===== src/verilog/adcc_defs.vh =====
// What this block does
// Outside world drives about 1100mV high and 100mV low reference inputs.
// After first configuration command, sum both references over 4096 PWM cycles.
// Derive scaled gain and offset from averages and ideal values; readable.
// Compensated result is raw times gain plus offset, on every output.
// No compensated results until 4096 PWM cycles after first configuration.
// Host writes ideal references and configuration before first command.
// Host should not read results during calibration interval.
// Compensation on after reset; control bit 9 set disables it.
// Raise compensation fault when gain or offset is out of range.
// Gain and offset limits are parameters.
`ifndef ADCC_DEFS_VH
`define ADCC_DEFS_VH
// Register word addresses
`define ADCC_A_REF_HIGH    4'h0
`define ADCC_A_REF_LOW     4'h1
`define ADCC_A_SEQ_CTRL    4'h2
`define ADCC_A_CTRL_BITS   4'h3
`define ADCC_A_GAIN        4'h4
`define ADCC_A_OFFSET      4'h5
`define ADCC_A_STATUS      4'h6
`define ADCC_A_IRQ_STAT    4'h7
`define ADCC_A_IRQ_MASK    4'h8
`define ADCC_A_RESULT      4'h9
// Field positions
`define ADCC_CTRL_DIS_BIT  9
`define ADCC_ST_DONE_BIT   0
`define ADCC_ST_FAULT_BIT  1
`define ADCC_ST_BUSY_BIT   2
`define ADCC_IRQ_DONE_BIT  0
`define ADCC_IRQ_FAULT_BIT 1
`define ADCC_IRQ_RES_BIT   2
// Scale and averaging
`define ADCC_GAIN_SHIFT    10
`define ADCC_GAIN_UNITY    16'h0400
`define ADCC_AVG_SHIFT     12
`define ADCC_AVG_COUNT     13'h1000
// Reset values
`define ADCC_REF_HIGH_RST  16'h0000
`define ADCC_REF_LOW_RST   16'h0000
`endif


===== src/verilog/adcc_divider.v =====
`timescale 1ns/100ps
// Signed divider: quotient = num / den, restoring, one bit per cycle
module adcc_divider #(
    parameter NW = 28,
    parameter DW = 13
) (
    // Clock and reset
    input  wire                 clock_in,
    input  wire                 nrst_in,
    // Request
    input  wire                 start_in,
    input  wire signed [NW-1:0] num_in,
    input  wire signed [DW-1:0] den_in,
    // Answer
    output reg                  done_out,
    output reg  signed [NW-1:0] quot_out
);
    reg [NW-1:0] n_q;
    reg [NW-1:0] q_q;
    reg [NW:0]   r_q;
    reg [DW-1:0] d_q;
    reg          neg_q;
    reg [5:0]    cnt_q;
    reg          busy_q;
    localparam [5:0] NW_CNT = NW; // Iteration count, one per quotient bit
    wire [NW:0]  r_sh = {r_q[NW-1:0], n_q[NW-1]};
    wire [NW:0]  r_sub = r_sh - {{(NW+1-DW){1'b0}}, d_q};

    // Iterative unsigned division of magnitudes
    always @(posedge clock_in) begin
        if (!nrst_in) begin
            n_q      <= {NW{1'b0}};
            q_q      <= {NW{1'b0}};
            r_q      <= {(NW+1){1'b0}};
            d_q      <= {DW{1'b0}};
            neg_q    <= 1'b0;
            cnt_q    <= 6'h00;
            busy_q   <= 1'b0;
            done_out <= 1'b0;
            quot_out <= {NW{1'b0}};
        end else begin
            done_out <= 1'b0;
            if (start_in) begin
                n_q    <= num_in[NW-1] ? -num_in : num_in;
                d_q    <= den_in[DW-1] ? -den_in : den_in;
                neg_q  <= num_in[NW-1] ^ den_in[DW-1];
                r_q    <= {(NW+1){1'b0}};
                cnt_q  <= NW_CNT;
                busy_q <= 1'b1;
            end else if (busy_q) begin
                n_q <= {n_q[NW-2:0], 1'b0};
                if (!r_sub[NW]) begin
                    r_q <= r_sub;
                    q_q <= {q_q[NW-2:0], 1'b1};
                end else begin
                    r_q <= r_sh;
                    q_q <= {q_q[NW-2:0], 1'b0};
                end
                cnt_q <= cnt_q - 6'h01;
                if (cnt_q == 6'h01) begin
                    busy_q <= 1'b0;
                end
            end else if (cnt_q == 6'h00 && d_q != {DW{1'b0}}) begin
                // Finish: apply sign once, then idle
                quot_out <= neg_q ? -q_q : q_q;
                done_out <= 1'b1;
                d_q      <= {DW{1'b0}};
            end
        end
    end
endmodule // adcc_divider


===== src/verilog/adcc_top.v =====
`timescale 1ns/100ps
`include "adcc_defs.vh"
// Two-point A/D gain and offset compensation
module adcc_top #(
    parameter AW        = 12,
    parameter AVG_N     = 4096,
    parameter GAIN_MIN  = 16'sh0300,
    parameter GAIN_MAX  = 16'sh0500,
    parameter OFS_MIN   = -16'sh0100,
    parameter OFS_MAX   = 16'sh0100
) (
    // Clock and reset
    input  wire          clock_in,
    input  wire          nrst_in,
    // Register port
    input  wire [3:0]    addr_in,
    input  wire [15:0]   wdata_in,
    input  wire          wr_in,
    input  wire          rd_in,
    output reg  [15:0]   rdata_out,
    // Converter sequencer
    input  wire          pwm_tick_in,
    input  wire [AW-1:0] high_reference_input_in,
    input  wire [AW-1:0] low_reference_input_in,
    input  wire          raw_valid_in,
    input  wire [AW-1:0] raw_in,
    // Results
    output reg           res_valid_out,
    output reg  [AW-1:0] res_out,
    output reg           fault_out,
    output reg           irq_out
);
    localparam S_IDLE = 5'h01;
    localparam S_ACC  = 5'h02;
    localparam S_DIV  = 5'h04;
    localparam S_WAIT = 5'h08;
    localparam S_RUN  = 5'h10;

    // Saturate a wide signed value to AW bits signed
    function [AW-1:0] sat;
        input signed [31:0] v;
        begin
            if (v > $signed((1 << (AW-1)) - 1))
                sat = {1'b0, {(AW-1){1'b1}}};
            else if (v < -$signed(1 << (AW-1)))
                sat = {1'b1, {(AW-1){1'b0}}};
            else
                sat = v[AW-1:0];
        end
    endfunction

    reg [4:0]         st_q;
    reg signed [15:0] ref_high_q;
    reg signed [15:0] ref_low_q;
    reg [15:0]        ctrl_bits_q;
    reg               seq_ctrl_q;
    reg               started_q;
    reg signed [31:0] sum_h_q;
    reg signed [31:0] sum_l_q;
    reg [12:0]        cnt_q;
    reg signed [15:0] gain_q;
    reg signed [15:0] ofs_q;
    reg signed [15:0] avg_h_q;
    reg signed [15:0] avg_l_q;
    reg               done_q;
    reg [2:0]         irq_st_q;
    reg [2:0]         irq_mask_q;
    reg               div_start_q;
    wire              div_done;
    wire signed [27:0] div_quot;

    // Ideal span scaled, divided by measured span
    wire signed [27:0] num =
        $signed({{12{1'b0}}, 16'h0000}) +
        (($signed({{12{ref_high_q[15]}}, ref_high_q}) -
          $signed({{12{ref_low_q[15]}}, ref_low_q})) <<< `ADCC_GAIN_SHIFT);
    wire signed [15:0] span_w = avg_h_q - avg_l_q;

    adcc_divider #(.NW(28), .DW(13)) u_div (
        .clock_in (clock_in),
        .nrst_in  (nrst_in),
        .start_in (div_start_q),
        .num_in   (num),
        .den_in   (span_w[12:0]),
        .done_out (div_done),
        .quot_out (div_quot)
    );

    // Offset B = ideal_low - K * avg_low, K in 1/1024 units
    wire signed [31:0] kl = $signed(div_quot[15:0]) * avg_l_q;
    wire signed [31:0] ofs_w = $signed({{16{ref_low_q[15]}}, ref_low_q})
                               - (kl >>> `ADCC_GAIN_SHIFT);
    wire signed [15:0] gain_w = div_quot[15:0];
    wire bad_w = (gain_w < GAIN_MIN) || (gain_w > GAIN_MAX) ||
                 (ofs_w < OFS_MIN) || (ofs_w > OFS_MAX) ||
                 (div_quot > 28'sh0007fff) || (div_quot < -28'sh0008000);

    // Y = K*X + B
    wire signed [31:0] corr_w =
        (($signed(gain_q) * $signed({{4{raw_in[AW-1]}}, raw_in}))
         >>> `ADCC_GAIN_SHIFT) + ofs_q;
    wire comp_en = !ctrl_bits_q[`ADCC_CTRL_DIS_BIT];
    wire rd_irq  = rd_in && (addr_in == `ADCC_A_IRQ_STAT);
    wire [2:0] ev = {raw_valid_in, div_done && bad_w, div_done};

    // Calibration sequence
    always @(posedge clock_in) begin
        if (!nrst_in) begin
            st_q        <= S_IDLE;
            started_q   <= 1'b0;
            sum_h_q     <= 32'sh0;
            sum_l_q     <= 32'sh0;
            cnt_q       <= 13'h0000;
            avg_h_q     <= 16'sh0;
            avg_l_q     <= 16'sh0;
            gain_q      <= `ADCC_GAIN_UNITY;
            ofs_q       <= 16'sh0;
            done_q      <= 1'b0;
            fault_out   <= 1'b0;
            div_start_q <= 1'b0;
        end else begin
            div_start_q <= 1'b0;
            case (st_q)
                S_IDLE: begin
                    if (seq_ctrl_q && !started_q) begin
                        started_q <= 1'b1;
                        sum_h_q   <= 32'sh0;
                        sum_l_q   <= 32'sh0;
                        cnt_q     <= 13'h0000;
                        st_q      <= S_ACC;
                    end
                end
                S_ACC: begin
                    if (pwm_tick_in) begin
                        sum_h_q <= sum_h_q +
                            $signed({{20{high_reference_input_in[AW-1]}},
                                     high_reference_input_in});
                        sum_l_q <= sum_l_q +
                            $signed({{20{low_reference_input_in[AW-1]}},
                                     low_reference_input_in});
                        cnt_q   <= cnt_q + 13'h0001;
                        if (cnt_q == AVG_N - 1)
                            st_q <= S_DIV;
                    end
                end
                S_DIV: begin
                    // Average by shift over the sample count
                    avg_h_q     <= sum_h_q[`ADCC_AVG_SHIFT+15:`ADCC_AVG_SHIFT];
                    avg_l_q     <= sum_l_q[`ADCC_AVG_SHIFT+15:`ADCC_AVG_SHIFT];
                    div_start_q <= 1'b1;
                    st_q        <= S_WAIT;
                end
                S_WAIT: begin
                    if (div_done) begin
                        gain_q    <= gain_w;
                        ofs_q     <= ofs_w[15:0];
                        fault_out <= bad_w;
                        done_q    <= 1'b1;
                        st_q      <= S_RUN;
                    end
                end
                S_RUN: st_q <= S_RUN;
                default: st_q <= S_IDLE;
            endcase
        end
    end

    // Result output path
    always @(posedge clock_in) begin
        if (!nrst_in) begin
            res_valid_out <= 1'b0;
            res_out       <= {AW{1'b0}};
        end else begin
            res_valid_out <= raw_valid_in;
            if (!comp_en)
                res_out <= raw_in;
            else if (done_q)
                res_out <= sat(corr_w);
            else
                res_out <= {AW{1'b0}};
        end
    end

    // Registers, sticky events, interrupt
    always @(posedge clock_in) begin
        if (!nrst_in) begin
            ref_high_q  <= `ADCC_REF_HIGH_RST;
            ref_low_q   <= `ADCC_REF_LOW_RST;
            ctrl_bits_q <= 16'h0000;
            seq_ctrl_q  <= 1'b0;
            irq_st_q    <= 3'h0;
            irq_mask_q  <= 3'h0;
            irq_out     <= 1'b0;
        end else begin
            if (wr_in) begin
                case (addr_in)
                    `ADCC_A_REF_HIGH: ref_high_q <= wdata_in;
                    `ADCC_A_REF_LOW:  ref_low_q <= wdata_in;
                    `ADCC_A_SEQ_CTRL: seq_ctrl_q <= wdata_in[0];
                    `ADCC_A_CTRL_BITS: ctrl_bits_q <= wdata_in;
                    `ADCC_A_IRQ_MASK: irq_mask_q <= wdata_in[2:0];
                    default: ;
                endcase
            end
            // Set wins over the clear by read
            irq_st_q <= (rd_irq ? 3'h0 : irq_st_q) | ev;
            irq_out  <= |(((rd_irq ? 3'h0 : irq_st_q) | ev) & irq_mask_q);
        end
    end

    // Read data, one cycle after strobe
    always @(posedge clock_in) begin
        if (!nrst_in) begin
            rdata_out <= 16'h0000;
        end else if (rd_in) begin
            case (addr_in)
                `ADCC_A_REF_HIGH:  rdata_out <= ref_high_q;
                `ADCC_A_REF_LOW:   rdata_out <= ref_low_q;
                `ADCC_A_SEQ_CTRL:  rdata_out <= {15'h0000, seq_ctrl_q};
                `ADCC_A_CTRL_BITS: rdata_out <= ctrl_bits_q;
                `ADCC_A_GAIN:      rdata_out <= gain_q;
                `ADCC_A_OFFSET:    rdata_out <= ofs_q;
                `ADCC_A_STATUS:    rdata_out <= {13'h0000,
                                      st_q != S_IDLE && !done_q,
                                      fault_out, done_q};
                `ADCC_A_IRQ_STAT:  rdata_out <= {13'h0000, irq_st_q};
                `ADCC_A_IRQ_MASK:  rdata_out <= {13'h0000, irq_mask_q};
                `ADCC_A_RESULT:    rdata_out <= {{4{res_out[AW-1]}}, res_out};
                default:           rdata_out <= 16'h0000;
            endcase
        end else begin
            rdata_out <= 16'h0000;
        end
    end
endmodule // adcc_top


===== config.mk =====
export PLATFORM = sky130hd
export DESIGN_NAME = adcc_top
export DESIGN_NICKNAME = d
export VERILOG_FILES = /design/src/verilog/adcc_divider.v /design/src/verilog/adcc_top.v
export VERILOG_INCLUDE_DIRS = /design/src /design/src/verilog
export SDC_FILE = /design/constraint.sdc
export NUM_CORES = 2
export LEC_CHECK = 0
export ABC_CLOCK_PERIOD_IN_PS = 13500
export BUFFER_PORTS_ARGS = -buffer_cell sky130_fd_sc_hd__buf_4
export CORE_MARGIN = 2
export CORE_UTILIZATION = 30
export DETAILED_ROUTE_END_ITERATION = 7
export PLACE_DENSITY = 0.51
export SYNTH_ARGS = -nofsm -noshare
export SYNTH_HDL_FRONTEND = slang
export SYNTH_SLANG_ARGS = --single-unit
export TNS_END_PERCENT = 20

===== constraint.sdc =====
create_clock -name clock_in -period 13.5 [get_ports clock_in]
set_clock_uncertainty 0.2 [all_clocks]
set_input_delay 2.7 -clock clock_in [delete_from_list [all_inputs] [get_ports clock_in]]
set_output_delay 2.7 -clock clock_in [all_outputs]
set_load 0.02 [all_outputs]

==> out/qor.csv <==
metric,value,unit
dpl cells,5899,
Crit path depth,30,
Finished Layout Cells,5994,
total CTS buffers,45,
final period utilization,77.1,%
"Buf+Inv Stages, Crit Path",6,
Yosys top cell area share,24.0,%
hpwl dp,79300,um
CP top delay family,adder cells,
vias per cell,4.85,
clk buf depth,3,
worst vdd ir,0.102,mV
wire per inst,17.2,um
Post-CTS Setup Inserts,0,
Layout area overhead,10.6,%
die height,355,um
GP Congestion,0.904,
R2R cell count,35,
post_cts resized,0,
Tot GR Track Use,16.4,%
WS Path Type,in2reg,
share of layout cells above drive strength 1,5.83,%
via count,29100,
first-pass GRT wire length,166000,um
Max-Cap Viols,0,
origin of the worst setup path,raw_in[11],
setup TNS,0,ns
yosys warns,0,
largest net degree at the start of global routing,173,
post-synth top area cell,fa_1,
Reg2Reg Capture Point,irq_out$_SDFF_PN0_,
setup violators final,0,
clock tree sinks,345,
PnR Total Power,2650,uW
clock slew at reported path FFs,0.06,ns
relative slew slack,20.1,%
status,finished clean,
Static Leakage,0.0185,uW
number of flops mapped to enable cells by yosys,0,
largest stage delay on the critical path,0.77,ns
Mapped Nets,5134,
# hold bufs at CTS,0,
# port buffers,92,
DRT Pass-1 Iters,5,
RSZ-0062 raised after global routing,false,
CTS tree,built,
Iter 0 DRT Violations,1605,
Slowest cell on crit path,o31ai_1,
reg2reg start,u_div.quot_out[9]$_SDFFE_PN0P_,
initial core utilization,30.3,%
share of flip-flops with an asynchronous set or reset,0,%
IO Count,93,
Final ANT Viol Nets,0,
Setup crit end,res_out[3]$_SDFF_PN0_,
final hold vios,0,
Residual DRC,0,
vias in the first global route,29400,
die width,355,um
Seq cells post-synth,345,
sequential fraction of the synthesis area,18.7,%
Syn Inst Count,4355,
initial antenna violation count,12,
grt total ovfl,0,
f_max,96.1,MHz
layout net count,5100,
die area,0.126,sq mm
clock root buffer,clkbuf_16,
Placeable Area,0.122,sq mm
clock period minus worst slack,10.41,ns
Mapped Area,0.0370,sq mm
Cell Pwr Density,64.9,mW/mm^2
worst reg-to-reg setup slack,3.20,ns
slew at the pin closest to its max-slew limit,1.19,ns
max-slew violation count,0,
final WL,103000,um
Synth area leaders,"fa_1 24%, dfxtp_1 19%, ha_1 9.2%, nand2_1 6.9%, inv_1 5.7%",
crit path launch type,primary input,
clk_lat worst skew,0.60,ns
"Req. time, crit path",13.84,ns
"Top FF cell, synth",dfxtp_1,
Post-Syn Area per Cell,8.49,sq um
CP Max Fanout,17,
CTS H-tree lvls,2,
CP endpoint kind,register,
# rows,128,
Yosys cell types,83,
Hold/Removal Path Class,reg2reg,
CP arrival,10.75,ns
## cell usage after synthesis (28+ instances only)
cell type / number
nor3_1: 61
nor2_1: 176
ha_1: 273
dfxtp_1: 345
a21o_1: 51
inv_1: 563
nand2b_1: 54
o21ai_0: 142
a21boi_0: 140
a31oi_1: 28
a22oi_1: 67
and2_1: 186
o211a_1: 28
xnor2_1: 112
xor2_1: 115
nor2b_1: 81
clkbuf_1: 200
o21a_1: 31
a21oi_1: 140
fa_1: 444
nand3_1: 48
nand2_1: 676
## metrics by stage
step	cell area, sq um	utilization, %	setup WS, ns	hold slack [ns]
floorplan	37000	-	3.28	0.225
global placement	39200	32.1	2.73	0.238
detailed placement	39200	32.1	2.66	0.244
CTS	40800	33.5	3.14	0.258
global route	40900	33.5	2.52	0.294
finish	40900	33.5	3.09	0.254
## worst min-delay path, delay by kind of cell, from the launching register on
family	cells	cell delay (ns)
AOI/OAI and AO/OA	1	0.05
DFF	1	0.32
and+or+nand+nor	1	0.04
## cell usage in the layout, fill, tap and decap left out, drive strengths merged, types with 14 or more instances in the layout
| cell type | instances |
|---|---|
| a211oi | 24 |
| a21boi | 146 |
| a21o | 51 |
| a21oi | 142 |
| a22oi | 67 |
| a31oi | 28 |
| and2 | 187 |
| and3 | 21 |
| buf | 126 |
| clkbuf | 61 |
| dfxtp | 345 |
| fa | 444 |
| ha | 273 |
| inv | 566 |
| mux2 | 16 |
| mux2i | 27 |
| nand2 | 676 |
| nand2b | 54 |
| nand3 | 48 |
| nand3b | 14 |
| nand4 | 18 |
| nor2 | 176 |
| nor2b | 81 |
| nor3 | 61 |
| nor4 | 20 |
| o211a | 28 |
| o21a | 31 |
| o21ai | 152 |
| o31ai | 21 |
| or2 | 14 |
| or3 | 24 |
| xnor2 | 112 |
| xor2 | 115 |
## cell type report
cell class | instances | area [sq um]
timing repair buffer | 126 | 962
inverter | 563 | 2110
clock inverter | 22 | 332
multi-input combinational | 3240 | 27200
clock buffer | 61 | 1280
fill | 12900 | 81200
tap | 1625 | 2030
antenna | 12 | 30.0
sequential | 345 | 6910
## cell families (layout without fill, tap and decap cells)
group,count (synthesis),after routing,synth area share [%]
DFF,345,345,18.7
other,0,12,0
and+or+nand+nor,1434,1434,18.4
xor gates and xnor gates,227,227,5.38
buffers and inverters,770,772,7.82
adders and majority gates,717,717,33.3
muxes,43,43,1.22
AOI/OAI and AO/OA,819,819,15.2
## how the worst min path moves through the flow
stage | start | end | slack (ns) | cells past startpoint
2_1_floorplan | u_div.d_q[11]$_SDFFE_PN0P_ | u_div.d_q[11]$_SDFFE_PN0P_ | 0.23 | 2
3_3_place_gp | u_div.d_q[7]$_SDFFE_PN0P_ | u_div.d_q[7]$_SDFFE_PN0P_ | 0.24 | 2
3_5_place_dp | u_div.d_q[7]$_SDFFE_PN0P_ | u_div.d_q[7]$_SDFFE_PN0P_ | 0.24 | 2
4_1_cts | u_div.d_q[7]$_SDFFE_PN0P_ | u_div.d_q[7]$_SDFFE_PN0P_ | 0.26 | 2
5_1_grt | u_div.d_q[3]$_SDFFE_PN0P_ | u_div.d_q[3]$_SDFFE_PN0P_ | 0.29 | 2
6_report | u_div.d_q[7]$_SDFFE_PN0P_ | u_div.d_q[7]$_SDFFE_PN0P_ | 0.25 | 2
## sequential cells by signal, indices dropped and copies added, names as in the netlist, 5 cells and up
signal and flops:
avg_h_q 13, avg_l_q 16, cnt_q 13, ctrl_bits_q 16, gain_q 16, ofs_q 16
rdata_out 16, ref_high_q 16, ref_low_q 16, res_out 12, st_q 5, sum_h_q 25
sum_l_q 28, u_div.cnt_q 6, u_div.d_q 13, u_div.n_q 18, u_div.q_q 28, u_div.quot_out 28
u_div.r_q 28
## layer usage
metal  wire length, um  vias up  share of wire, %  track usage, %
met3              3440      112               3.3            1.31
li1                  -    14200                 -               -
met2             48000      490                47            26.8
met1             49200    14300                48            23.0
met5                 0        -                 0               0
met4              2570        0               2.5            5.17
## power by group
part	leakage [uW]	switching, uW	internal (uW)
Clock	0.000790	510	802
Combinational	0.0149	190	127
Sequential	0.00278	3.58	1020
Total	0.0185	703	1950
Note: power is estimated with default switching activity, not from simulation.
